**src/adc_regs_pkg.sv**
```systemverilog
`default_nettype none
package adc_regs_pkg;

   // ********************************************************
   // Register offsets
   // ********************************************************
   localparam logic [7:0] ADDR_CTRL = 8'h2e;
   localparam logic [7:0] ADDR_DIS_PRI = 8'h2f;
   localparam logic [7:0] ADDR_DIS_SEC = 8'h30;
   localparam logic [7:0] ADDR_IBUS_HI = 8'h31;
   localparam logic [7:0] ADDR_IBUS_LO = 8'h32;
   localparam logic [7:0] ADDR_IBAT_HI = 8'h33;
   localparam logic [7:0] ADDR_IBAT_LO = 8'h34;
   localparam logic [7:0] ADDR_VBUS_HI = 8'h35;
   localparam logic [7:0] ADDR_VBUS_LO = 8'h36;
   localparam logic [7:0] ADDR_VAC1_HI = 8'h37;
   localparam logic [7:0] ADDR_VAC1_LO = 8'h38;

   // ********************************************************
   // Reset values and field layout
   // ********************************************************
   localparam logic [7:0] CTRL_RESET = 8'h30;
   localparam logic [7:0] DIS_RESET = 8'h00;
   localparam logic [15:0] RESULT_RESET = 16'h0000;
   localparam logic [7:0] READ_UNMAPPED = 8'h00;
   localparam logic [2:0] CTRL_EN_BIT = 3'h7;
   localparam logic [2:0] CTRL_RATE_BIT = 3'h6;
   localparam logic [7:0] CTRL_WMASK = 8'hfc;
   localparam logic [7:0] DIS_PRI_WMASK = 8'hfe;
   localparam logic [7:0] DIS_SEC_WMASK = 8'hf0;

   // ********************************************************
   // Serial bus framing
   // ********************************************************
   localparam logic [3:0] BITS_PER_BYTE = 4'h8;
   localparam logic [3:0] BIT_ZERO = 4'h0;
   localparam logic [3:0] BIT_ONE = 4'h1;
   localparam logic [7:0] PTR_STEP = 8'h01;

   // ********************************************************
   // Scan channels, in conversion order
   // ********************************************************
   localparam int NUM_CH = 11;
   typedef enum logic [3:0] {
      CH_IBUS = 4'h0,
      CH_IBAT = 4'h1,
      CH_VBUS = 4'h2,
      CH_VBAT = 4'h3,
      CH_VSYS = 4'h4,
      CH_TS = 4'h5,
      CH_TDIE = 4'h6,
      CH_DP = 4'h7,
      CH_DM = 4'h8,
      CH_VAC2 = 4'h9,
      CH_VAC1 = 4'ha
   } chan_e;
   localparam logic [3:0] CH_STEP = 4'h1;

endpackage
`default_nettype wire

```
**src/scan_if.sv**
```systemverilog
`timescale 1ns/1ps
`default_nettype none
interface scan_if;
   logic enable;
   logic oneShot;
   logic [adc_regs_pkg::NUM_CH-1:0] offMask;
   logic resultValid;
   logic [3:0] resultChan;
   logic [15:0] resultWord;
   logic passDone;

   modport seq (
      input enable,
      input oneShot,
      input offMask,
      output resultValid,
      output resultChan,
      output resultWord,
      output passDone
   );
   modport regs (
      output enable,
      output oneShot,
      output offMask,
      input resultValid,
      input resultChan,
      input resultWord,
      input passDone
   );
endinterface
`default_nettype wire
```
**src/adc_channel_select_and_results.sv**
```systemverilog
// Overview of operation
// - First disable register: seven channel-off bits
// - Second disable register: four channel-off bits
// - Disable bits clear on reset and command
// - Input current signed, bus to mid-node positive
// - Input current one milliampere per bit
// - Battery current signed, charging positive
// - Battery current one milliampere per bit
// - Bus and input voltage one millivolt per bit
// - Results read-only, zero after power-on
// - No conversion without master enable bit
// - Continuous or one-shot scan by rate bit
`timescale 1ns/1ps
`default_nettype none
module adc_channel_select_and_results #(
   parameter logic [6:0] DEV_ADDR = 7'h40 // Arbitrary bus address
) (
   input wire logic clock,
   input wire logic rst,
   input wire logic ce,
   input wire logic sclPin,
   input wire logic sdaPin,
   output logic sdaOut,
   output logic sdaOe,
   input wire logic regResetCmd,
   input wire logic watchdogExpiry,
   output logic convStart,
   output logic [3:0] convChannel,
   input wire logic convDone,
   input wire logic [15:0] convData
);

   // ********************************************************
   // Pin synchronisers and bus condition detect
   // ********************************************************
   logic [1:0] pinSync;
   logic sclPrev, sdaPrev;
   logic sclNow, sdaNow;
   logic startSeen, stopSeen, sclRise, sclFall;

   pin_sync #(.WIDTH(2)) u_pin_sync (
      .clock(clock),
      .rst(rst),
      .ce(ce),
      .d({sclPin, sdaPin}),
      .q(pinSync)
   );

   // Edge and start/stop decode on synchronised levels
   always_comb begin
      sclNow = pinSync[1];
      sdaNow = pinSync[0];
      startSeen = sclNow && sclPrev && sdaPrev && !sdaNow;
      stopSeen = sclNow && sclPrev && !sdaPrev && sdaNow;
      sclRise = sclNow && !sclPrev;
      sclFall = !sclNow && sclPrev;
   end

   // ********************************************************
   // Registers
   // ********************************************************
   logic [7:0] ctrl, next_ctrl;
   logic [7:0] disPri, next_disPri;
   logic [7:0] disSec, next_disSec;
   logic [15:0] input_current_result_word, next_ibus;
   logic [15:0] battery_current_result_word, next_ibat;
   logic [15:0] bus_voltage_result_word, next_vbus;
   logic [15:0] first_input_result_word, next_vac1;
   logic [7:0] rdByte;

   scan_if scan ();

   // Read decode of the register map
   function automatic logic [7:0] readByte(input logic [7:0] a);
      logic [7:0] r;
      r = adc_regs_pkg::READ_UNMAPPED;
      case (a)
         adc_regs_pkg::ADDR_CTRL: r = ctrl;
         adc_regs_pkg::ADDR_DIS_PRI: r = disPri;
         adc_regs_pkg::ADDR_DIS_SEC: r = disSec;
         adc_regs_pkg::ADDR_IBUS_HI: r = input_current_result_word[15:8];
         adc_regs_pkg::ADDR_IBUS_LO: r = input_current_result_word[7:0];
         adc_regs_pkg::ADDR_IBAT_HI: r = battery_current_result_word[15:8];
         adc_regs_pkg::ADDR_IBAT_LO: r = battery_current_result_word[7:0];
         adc_regs_pkg::ADDR_VBUS_HI: r = bus_voltage_result_word[15:8];
         adc_regs_pkg::ADDR_VBUS_LO: r = bus_voltage_result_word[7:0];
         adc_regs_pkg::ADDR_VAC1_HI: r = first_input_result_word[15:8];
         adc_regs_pkg::ADDR_VAC1_LO: r = first_input_result_word[7:0];
         default: r = adc_regs_pkg::READ_UNMAPPED;
      endcase
      return r;
   endfunction

   // ********************************************************
   // Serial target state machine
   // ********************************************************
   typedef enum logic [3:0] {
      S_IDLE = 4'h0,
      S_ADDR = 4'h1,
      S_ACK_ADDR = 4'h2,
      S_PTR = 4'h3,
      S_ACK_PTR = 4'h4,
      S_WDATA = 4'h5,
      S_ACK_WDATA = 4'h6,
      S_RDATA = 4'h7,
      S_ACK_RDATA = 4'h8
   } bus_e;

   bus_e state, next_state;
   logic [7:0] shift, next_shift;
   logic [3:0] bitCnt, next_bitCnt;
   logic [7:0] ptr, next_ptr;
   logic rw, next_rw;
   logic next_sdaOe;
   logic wrEn, next_wrEn;
   logic byteDone;

   // Byte read back for the current pointer
   always_comb begin
      rdByte = readByte(ptr);
   end

   // Next bus state on each condition or clock edge
   always_comb begin
      next_state = state;
      next_shift = shift;
      next_bitCnt = bitCnt;
      next_ptr = ptr;
      next_rw = rw;
      next_sdaOe = sdaOe;
      next_wrEn = 1'b0;
      byteDone = sclFall && (bitCnt == adc_regs_pkg::BITS_PER_BYTE);
      if (startSeen) begin
         next_state = S_ADDR;
         next_bitCnt = adc_regs_pkg::BIT_ZERO;
         next_sdaOe = 1'b0;
      end else if (stopSeen) begin
         next_state = S_IDLE;
         next_sdaOe = 1'b0;
      end else begin
         case (state)
            S_ADDR, S_PTR, S_WDATA: begin
               if (sclRise) begin
                  next_shift = {shift[6:0], sdaNow};
                  next_bitCnt = bitCnt + adc_regs_pkg::BIT_ONE;
               end else if (byteDone) begin
                  next_sdaOe = 1'b1;
                  if (state == S_ADDR) begin
                     if (shift[7:1] == DEV_ADDR) begin
                        next_rw = shift[0];
                        next_state = S_ACK_ADDR;
                     end else begin
                        next_sdaOe = 1'b0;
                        next_state = S_IDLE;
                     end
                  end else if (state == S_PTR) begin
                     next_ptr = shift;
                     next_state = S_ACK_PTR;
                  end else begin
                     next_wrEn = 1'b1;
                     next_state = S_ACK_WDATA;
                  end
               end
            end
            S_ACK_ADDR: begin
               if (sclFall) begin
                  if (rw) begin
                     next_shift = rdByte;
                     next_sdaOe = !rdByte[7];
                     next_bitCnt = adc_regs_pkg::BIT_ONE;
                     next_state = S_RDATA;
                  end else begin
                     next_sdaOe = 1'b0;
                     next_bitCnt = adc_regs_pkg::BIT_ZERO;
                     next_state = S_PTR;
                  end
               end
            end
            S_ACK_PTR, S_ACK_WDATA: begin
               if (sclFall) begin
                  next_sdaOe = 1'b0;
                  next_bitCnt = adc_regs_pkg::BIT_ZERO;
                  next_state = S_WDATA;
                  if (state == S_ACK_WDATA) begin
                     next_ptr = ptr + adc_regs_pkg::PTR_STEP;
                  end
               end
            end
            S_RDATA: begin
               if (byteDone) begin
                  next_sdaOe = 1'b0;
                  next_state = S_ACK_RDATA;
               end else if (sclFall) begin
                  next_shift = {shift[6:0], 1'b0};
                  next_sdaOe = !shift[6];
                  next_bitCnt = bitCnt + adc_regs_pkg::BIT_ONE;
               end
            end
            S_ACK_RDATA: begin
               if (sclRise) begin
                  if (sdaNow) begin
                     next_state = S_IDLE; // Host ended the read
                  end else begin
                     next_ptr = ptr + adc_regs_pkg::PTR_STEP;
                  end
               end else if (sclFall) begin
                  next_shift = rdByte;
                  next_sdaOe = !rdByte[7];
                  next_bitCnt = adc_regs_pkg::BIT_ONE;
                  next_state = S_RDATA;
               end
            end
            default: begin
               next_state = S_IDLE;
            end
         endcase
      end
   end

   // Bus state registers
   always_ff @(posedge clock) begin
      if (rst) begin
         state <= S_IDLE;
         shift <= 8'h00;
         bitCnt <= adc_regs_pkg::BIT_ZERO;
         ptr <= 8'h00;
         rw <= 1'b0;
         sdaOe <= 1'b0;
         sdaOut <= 1'b0;
         wrEn <= 1'b0;
         sclPrev <= 1'b1;
         sdaPrev <= 1'b1;
      end else if (ce) begin
         state <= next_state;
         shift <= next_shift;
         bitCnt <= next_bitCnt;
         ptr <= next_ptr;
         rw <= next_rw;
         sdaOe <= next_sdaOe;
         sdaOut <= 1'b0; // Open drain: only ever pulls low
         wrEn <= next_wrEn;
         sclPrev <= sclNow;
         sdaPrev <= sdaNow;
      end
   end

   // ********************************************************
   // Register file update
   // ********************************************************
   always_comb begin
      next_ctrl = ctrl;
      next_disPri = disPri;
      next_disSec = disSec;
      next_ibus = input_current_result_word;
      next_ibat = battery_current_result_word;
      next_vbus = bus_voltage_result_word;
      next_vac1 = first_input_result_word;
      if (regResetCmd) begin
         next_ctrl = adc_regs_pkg::CTRL_RESET;
         next_disPri = adc_regs_pkg::DIS_RESET;
         next_disSec = adc_regs_pkg::DIS_RESET;
      end else begin
         if (scan.passDone && ctrl[adc_regs_pkg::CTRL_RATE_BIT]) begin
            next_ctrl[adc_regs_pkg::CTRL_EN_BIT] = 1'b0;
         end
         if (wrEn) begin
            // Result offsets have no write path
            case (ptr)
               adc_regs_pkg::ADDR_CTRL: begin
                  next_ctrl = shift & adc_regs_pkg::CTRL_WMASK;
               end
               adc_regs_pkg::ADDR_DIS_PRI: begin
                  next_disPri = shift & adc_regs_pkg::DIS_PRI_WMASK;
               end
               adc_regs_pkg::ADDR_DIS_SEC: begin
                  next_disSec = shift & adc_regs_pkg::DIS_SEC_WMASK;
               end
               default: begin
                  next_disSec = disSec;
               end
            endcase
         end
         if (watchdogExpiry) begin
            next_ctrl[adc_regs_pkg::CTRL_EN_BIT] = 1'b0;
         end
      end
      // Converter words stored unchanged: signed, unit per bit, no offset
      if (scan.resultValid) begin
         case (scan.resultChan)
            adc_regs_pkg::CH_IBUS: next_ibus = scan.resultWord;
            adc_regs_pkg::CH_IBAT: next_ibat = scan.resultWord;
            adc_regs_pkg::CH_VBUS: next_vbus = scan.resultWord;
            adc_regs_pkg::CH_VAC1: next_vac1 = scan.resultWord;
            default: next_vac1 = first_input_result_word;
         endcase
      end
   end

   // Register state
   always_ff @(posedge clock) begin
      if (rst) begin
         ctrl <= adc_regs_pkg::CTRL_RESET;
         disPri <= adc_regs_pkg::DIS_RESET;
         disSec <= adc_regs_pkg::DIS_RESET;
         input_current_result_word <= adc_regs_pkg::RESULT_RESET;
         battery_current_result_word <= adc_regs_pkg::RESULT_RESET;
         bus_voltage_result_word <= adc_regs_pkg::RESULT_RESET;
         first_input_result_word <= adc_regs_pkg::RESULT_RESET;
      end else if (ce) begin
         ctrl <= next_ctrl;
         disPri <= next_disPri;
         disSec <= next_disSec;
         input_current_result_word <= next_ibus;
         battery_current_result_word <= next_ibat;
         bus_voltage_result_word <= next_vbus;
         first_input_result_word <= next_vac1;
      end
   end

   // ********************************************************
   // Scan control
   // ********************************************************
   // Channel-off bits in scan order
   always_comb begin
      scan.enable = ctrl[adc_regs_pkg::CTRL_EN_BIT];
      scan.oneShot = ctrl[adc_regs_pkg::CTRL_RATE_BIT];
      scan.offMask = {disSec[4], disSec[5], disSec[6], disSec[7],
                      disPri[1], disPri[2], disPri[3], disPri[4],
                      disPri[5], disPri[6], disPri[7]};
   end

   adc_scan_seq u_adc_scan_seq (
      .clock(clock),
      .rst(rst),
      .ce(ce),
      .scan(scan.seq),
      .convStart(convStart),
      .convChannel(convChannel),
      .convDone(convDone),
      .convData(convData)
   );

endmodule // adc_channel_select_and_results
`default_nettype wire

```
**src/adc_scan_seq.sv**
```systemverilog
`timescale 1ns/1ps
`default_nettype none
module adc_scan_seq (
   input wire logic clock,
   input wire logic rst,
   input wire logic ce,
   scan_if.seq scan,
   output logic convStart,
   output logic [3:0] convChannel,
   input wire logic convDone,
   input wire logic [15:0] convData
);
   typedef enum logic [1:0] {
      SCAN_IDLE = 2'h0,
      SCAN_PICK = 2'h1,
      SCAN_WAIT = 2'h2
   } scan_e;

   scan_e state, next_state;
   logic [3:0] next_convChannel;
   logic next_convStart;
   logic next_resultValid;
   logic [15:0] next_resultWord;
   logic next_passDone;

   // Walk enabled channels; one-shot stops after last channel
   always_comb begin
      next_state = state;
      next_convChannel = convChannel;
      next_convStart = 1'b0;
      next_resultValid = 1'b0;
      next_resultWord = scan.resultWord;
      next_passDone = 1'b0;
      if (!scan.enable) begin
         next_state = SCAN_IDLE;
      end else begin
         case (state)
            SCAN_IDLE: begin
               next_convChannel = adc_regs_pkg::CH_IBUS;
               next_state = SCAN_PICK;
            end
            SCAN_PICK: begin
               if (convChannel > adc_regs_pkg::CH_VAC1) begin
                  next_passDone = 1'b1;
                  next_convChannel = adc_regs_pkg::CH_IBUS;
                  if (scan.oneShot) begin
                     next_state = SCAN_IDLE;
                  end
               end else if (scan.offMask[convChannel]) begin
                  next_convChannel = convChannel + adc_regs_pkg::CH_STEP;
               end else begin
                  next_convStart = 1'b1;
                  next_state = SCAN_WAIT;
               end
            end
            SCAN_WAIT: begin
               if (convDone) begin
                  next_resultValid = 1'b1;
                  next_resultWord = convData;
                  next_convChannel = convChannel + adc_regs_pkg::CH_STEP;
                  next_state = SCAN_PICK;
               end
            end
            default: begin
               next_state = SCAN_IDLE;
            end
         endcase
      end
   end

   // State registers
   always_ff @(posedge clock) begin
      if (rst) begin
         state <= SCAN_IDLE;
         convChannel <= adc_regs_pkg::CH_IBUS;
         convStart <= 1'b0;
         scan.resultValid <= 1'b0;
         scan.resultWord <= adc_regs_pkg::RESULT_RESET;
         scan.passDone <= 1'b0;
      end else if (ce) begin
         state <= next_state;
         convChannel <= next_convChannel;
         convStart <= next_convStart;
         scan.resultValid <= next_resultValid;
         scan.resultWord <= next_resultWord;
         scan.passDone <= next_passDone;
      end
   end

   // Channel of the word just stored; the counter has already stepped on
   assign scan.resultChan = convChannel - adc_regs_pkg::CH_STEP;
endmodule // adc_scan_seq
`default_nettype wire

```
**src/pin_sync.sv**
```systemverilog
`timescale 1ns/1ps
`default_nettype none
module pin_sync #(
   parameter int WIDTH = 2
) (
   input wire logic clock,
   input wire logic rst,
   input wire logic ce,
   input wire logic [WIDTH-1:0] d,
   output logic [WIDTH-1:0] q
);
   logic [WIDTH-1:0] meta;
   logic [WIDTH-1:0] next_meta;
   logic [WIDTH-1:0] next_q;

   // Two stages; first stage feeds only the second
   always_comb begin
      next_meta = ce ? d : meta;
      next_q = ce ? meta : q;
   end

   always_ff @(posedge clock) begin
      if (rst) begin
         meta <= '1;
         q <= '1;
      end else begin
         meta <= next_meta;
         q <= next_q;
      end
   end
endmodule // pin_sync
`default_nettype wire

```
**config.mk**
```make
export PLATFORM = sky130hd
export DESIGN_NAME = adc_channel_select_and_results
export DESIGN_NICKNAME = d
export VERILOG_FILES = /design/src/adc_regs_pkg.sv /design/src/scan_if.sv /design/src/adc_channel_select_and_results.sv /design/src/adc_scan_seq.sv /design/src/pin_sync.sv
export SDC_FILE = /design/constraint.sdc
export NUM_CORES = 1
export LEC_CHECK = 0
export ABC_AREA = 0
export BUFFER_PORTS_ARGS = -buffer_cell sky130_fd_sc_hd__buf_2
export CAP_MARGIN = 20
export CORE_MARGIN = 4
export CORE_UTILIZATION = 35
export DETAILED_ROUTE_END_ITERATION = 7
export PLACE_DENSITY = 0.56
export RECOVER_POWER = 50
export SYNTH_ARGS = -nofsm -noshare
export SYNTH_HDL_FRONTEND = slang
export SYNTH_SLANG_ARGS = --single-unit
export TNS_END_PERCENT = 20
```
**constraint.sdc**
```tcl
create_clock -name clock -period 2.93 [get_ports clock]
set_input_delay 0.4395 -clock clock [delete_from_list [all_inputs] [get_ports clock]]
set_output_delay 0.4395 -clock clock [all_outputs]
set_load 0.005 [all_outputs]
```
==> impl_metrics.ini <==
[logic_synthesis]
syn_area_sq_um = 7270
synth.most_common_cell = dfxtp_1
synth_top_cells_by_area = dfxtp_1, mux2i_1, nor2_1, nand2_1, a21oi_1
syn_area_per_cell_sq_um = 8.61
syn_inst = 844
yosysSeqAreaShare_pct = 38.3
synth_commonest_cells = dfxtp_1, nor2_1, mux2i_1
yosysTopAreaCellShare_pct = 38.3
async_reset_ff_share_pct = 0
ys_warn_count = 0
ys.flop_type = dfxtp_1
ys_ff_latch = 139
synth.net_count = 886
synth_cell_types = 74
synth_edf_count = 0
yosysTopAreaCell = dfxtp_1

[floorplan]
start_util_pct = 35.8
die_y_um = 152
fp.dieArea_sq_um = 23100
io_pins = 31
std_cell_rows = 52
die_x_um = 152
core_area_sq_um = 20300

[routing]
drt_pass1_iterations = 5
drtIter0Drc = 523
via_per_inst = 5.37
routed_wl_um = 19500
drc = 0
wl_per_cell_um = 17.0
drtAntennaViolNets = 0
vias = 6150

[place]
pre_cts_slack_ns = 0.413
dpl.hpwl_um = 13300
portBuffers = 29
globalplace.congestion = 0.863

[setup_path]
crit_required_ns = 3.24
end_kind = flip-flop
r2r_slack_ns = 0.28
worstReg2RegEnd = shift[5]
startpoint_type = flip-flop
r2r_start = state[3]
r2r_cells = 6
critical_path_arrival_ns = 2.96
worstSetupPathType = flip-flop to flip-flop
crit_path_max_incr_delay_ns = 0.71
crit_fanout = 18
crit_chain = or4b_4 > o211ai_2 > o2111ai_4 > nor3_4 > nor2_1 > a211oi_1
slowest_stage = dfxtp_1

[worst_hold_path]
min_from = sclPin
hold_depth = 3
hold_path_class = input pin to flip-flop
min_to = u_pin_sync.meta[1]

[cts]
cts_root_buf = clkbuf_16
cts_tree = done
htreeDepth = 4
clock_sinks = 139
clock_latency_ns = 0.43
post_cts_resized = 0
hold_buffers = 0
clkTransAtPathRegs_ns = 0.06
clock_path_buffers = 2
cts_setup_buffers = 0
cts_buffers = 17

[sta]
tns_ns = 0
slew_headroom_pct = 26.9
hold_ws_ns = 0.237
finalCritPeriodShare_pct = 90.4
maxSlewViolCount = 0
grt_setup_unrepaired = false
report.final.hold_viol_count = 0
period_minus_slack_ns = 2.65
tightest_slew_ns = 1.10
fmax_mhz = 377
setup_violations = 0
skew_ns = 0.00998
setup_ws_ns = 0.280

[cells_and_area]
fillerInstances = 2123
drive_above_1_share_pct = 13.5
fin_nets = 905
num_antenna_cells = 0
syn_to_final_growth_pct = 13.0

[power]
vdd_drop_max_mv = 0.404
leakage_nw = 3.30
p_comb_share_pct = 3.0
power_switching_mw = 0.987
internal_power_mw = 3.03
p_clk_share_pct = 49.6
p_seq_share_pct = 47.4
total_power_mw = 4.02
powerDensity_nw_per_um2 = 489
p_sw_share_pct = 24.6

[grt]
grt_first_pass_wirelength_um = 31800
grt_overflow = 0
grt_use_total_pct = 16.7
antenna_found_initial = 0
grt_pass1_vias = 5919
grt_max_degree = 50

[job]
maxCapViolations = 0

[run_status]
status = finished clean
-- layout by cell type, fill, tap and decap left out, types with 4 or more instances in the layout --
master | netlist | layout
a32oi_1 | 9 | 9
a211oi_1 | 13 | 13
a21oi_1 | 55 | 55
o211ai_1 | 4 | 4
dfxtp_1 | 139 | 139
and2_1 | 4 | 4
buf_2 | 13 | 25
nand3_1 | 25 | 25
o21ai_0 | 19 | 19
inv_6 | 0 | 4
nand2_1 | 81 | 81
nor2_1 | 124 | 124
clkbuf_16 | 0 | 17
clkbuf_1 | 34 | 6
o21a_1 | 4 | 4
nand3b_1 | 7 | 7
a22oi_1 | 20 | 20
a31oi_1 | 14 | 14
or3b_2 | 4 | 4
clkbuf_2 | 0 | 6
mux2_2 | 15 | 15
nor2b_1 | 9 | 9
nand4_1 | 6 | 6
mux2i_1 | 85 | 85
o22ai_1 | 7 | 7
nand2b_1 | 12 | 12
a22o_1 | 7 | 7
nor3_1 | 11 | 11
o2bb2ai_1 | 4 | 4
clkinvlp_4 | 0 | 4
nor4_1 | 4 | 4
ha_1 | 18 | 18
buf_4 | 4 | 21
inv_1 | 21 | 21
-- layout make-up --
| class | count | area [sq um] | share of cell area, % |
|---|---|---|---|
| tap | 270 | 338 | 4.11 |
| sequential | 139 | 2780 | 33.9 |
| multi-input combinational | 626 | 4140 | 50.4 |
| clock buffer | 17 | 425 | 5.18 |
| clock inverter | 14 | 115 | 1.40 |
| inverter | 21 | 78.8 | 0.960 |
| timing repair buffer | 58 | 335 | 4.08 |
-- registers in the layout (all words and copies together) (netlist names), 2 cells and up --
name	cells
battery_current_result_word	16
bus_voltage_result_word	16
first_input_result_word	16
input_current_result_word	16
u_adc_scan_seq.scan.resultWord	16
ptr	8
shift	8
disPri	7
ctrl	6
bitCnt	4
disSec	4
state	4
u_adc_scan_seq.convChannel	4
u_adc_scan_seq.state	2
u_pin_sync.meta	2
u_pin_sync.q	2
-- kinds of logic (layout without fill, tap and decap cells) --
logic type / Yosys count / in the layout / share of synthesized area, %
DFF: 139 / 139 / 38.3
other: 1 / 1 / 0.0516
AOI/OAI and AO/OA: 191 / 191 / 18.7
muxes: 101 / 101 / 14.3
buffers and inverters: 79 / 110 / 4.82
and+or+nand+nor: 311 / 311 / 20.2
adders and majority gates: 19 / 19 / 3.24
xor gates and xnor gates: 3 / 3 / 0.362
-- per-stage QoR --
stage / std cells / instance area (sq um) / utilization, %
3_3_place_gp: 1114 / 7710 / 38.0
3_5_place_dp: 1114 / 7710 / 38.0
6_report: 1145 / 8210 / 40.4
5_1_grt: 1145 / 8210 / 40.4
4_1_cts: 1145 / 8250 / 40.7
2_1_floorplan: 844 / 7270 / -
-- per-layer routing --
metal / track usage (%) / vias to the layer above / share of wire (%)
li1: - / 3062 / -
met1: 23.0 / 2955 / 48
met2: 26.6 / 113 / 47
met3: 3.36 / 20 / 3.9
met4: 4.71 / 0 / 1.3
met5: 0 / - / 0
-- critical path: cells and delay by family, from the launching register on --
family           cells  cell delay [ns]
AO/OA/AOI/OAI        3             0.59
flip-flops           1             0.71
AND/OR/NAND/NOR      3             1.24
-- power groups by stage --
stage                     combinational, mW  clock, mW  sequential (mW)
final                                 0.120       1.99             1.90
after global routing                  0.135       2.12             1.90
after detailed placement              0.124          0             1.95
after global placement                0.124          0             1.94
after floorplan                      0.0810          0             1.94
after CTS                             0.124       2.04             1.90
-- how the worst max path moves through the flow --
stage / start / to / slack, ns / depth (start not counted)
final: state[3] / shift[5] / 0.28 / 6
after global routing: state[3] / shift[1] / 0.13 / 6
after CTS: state[3] / shift[5] / 0.33 / 6
after detailed placement: state[3] / shift[3] / 0.41 / 6
after global placement: state[3] / shift[2] / 0.43 / 6
after floorplan: u_adc_scan_seq.convChannel[1] / battery_current_result_word[6] / 0.67 / 10
No activity file was read; power rests on OpenSTA's default activity.
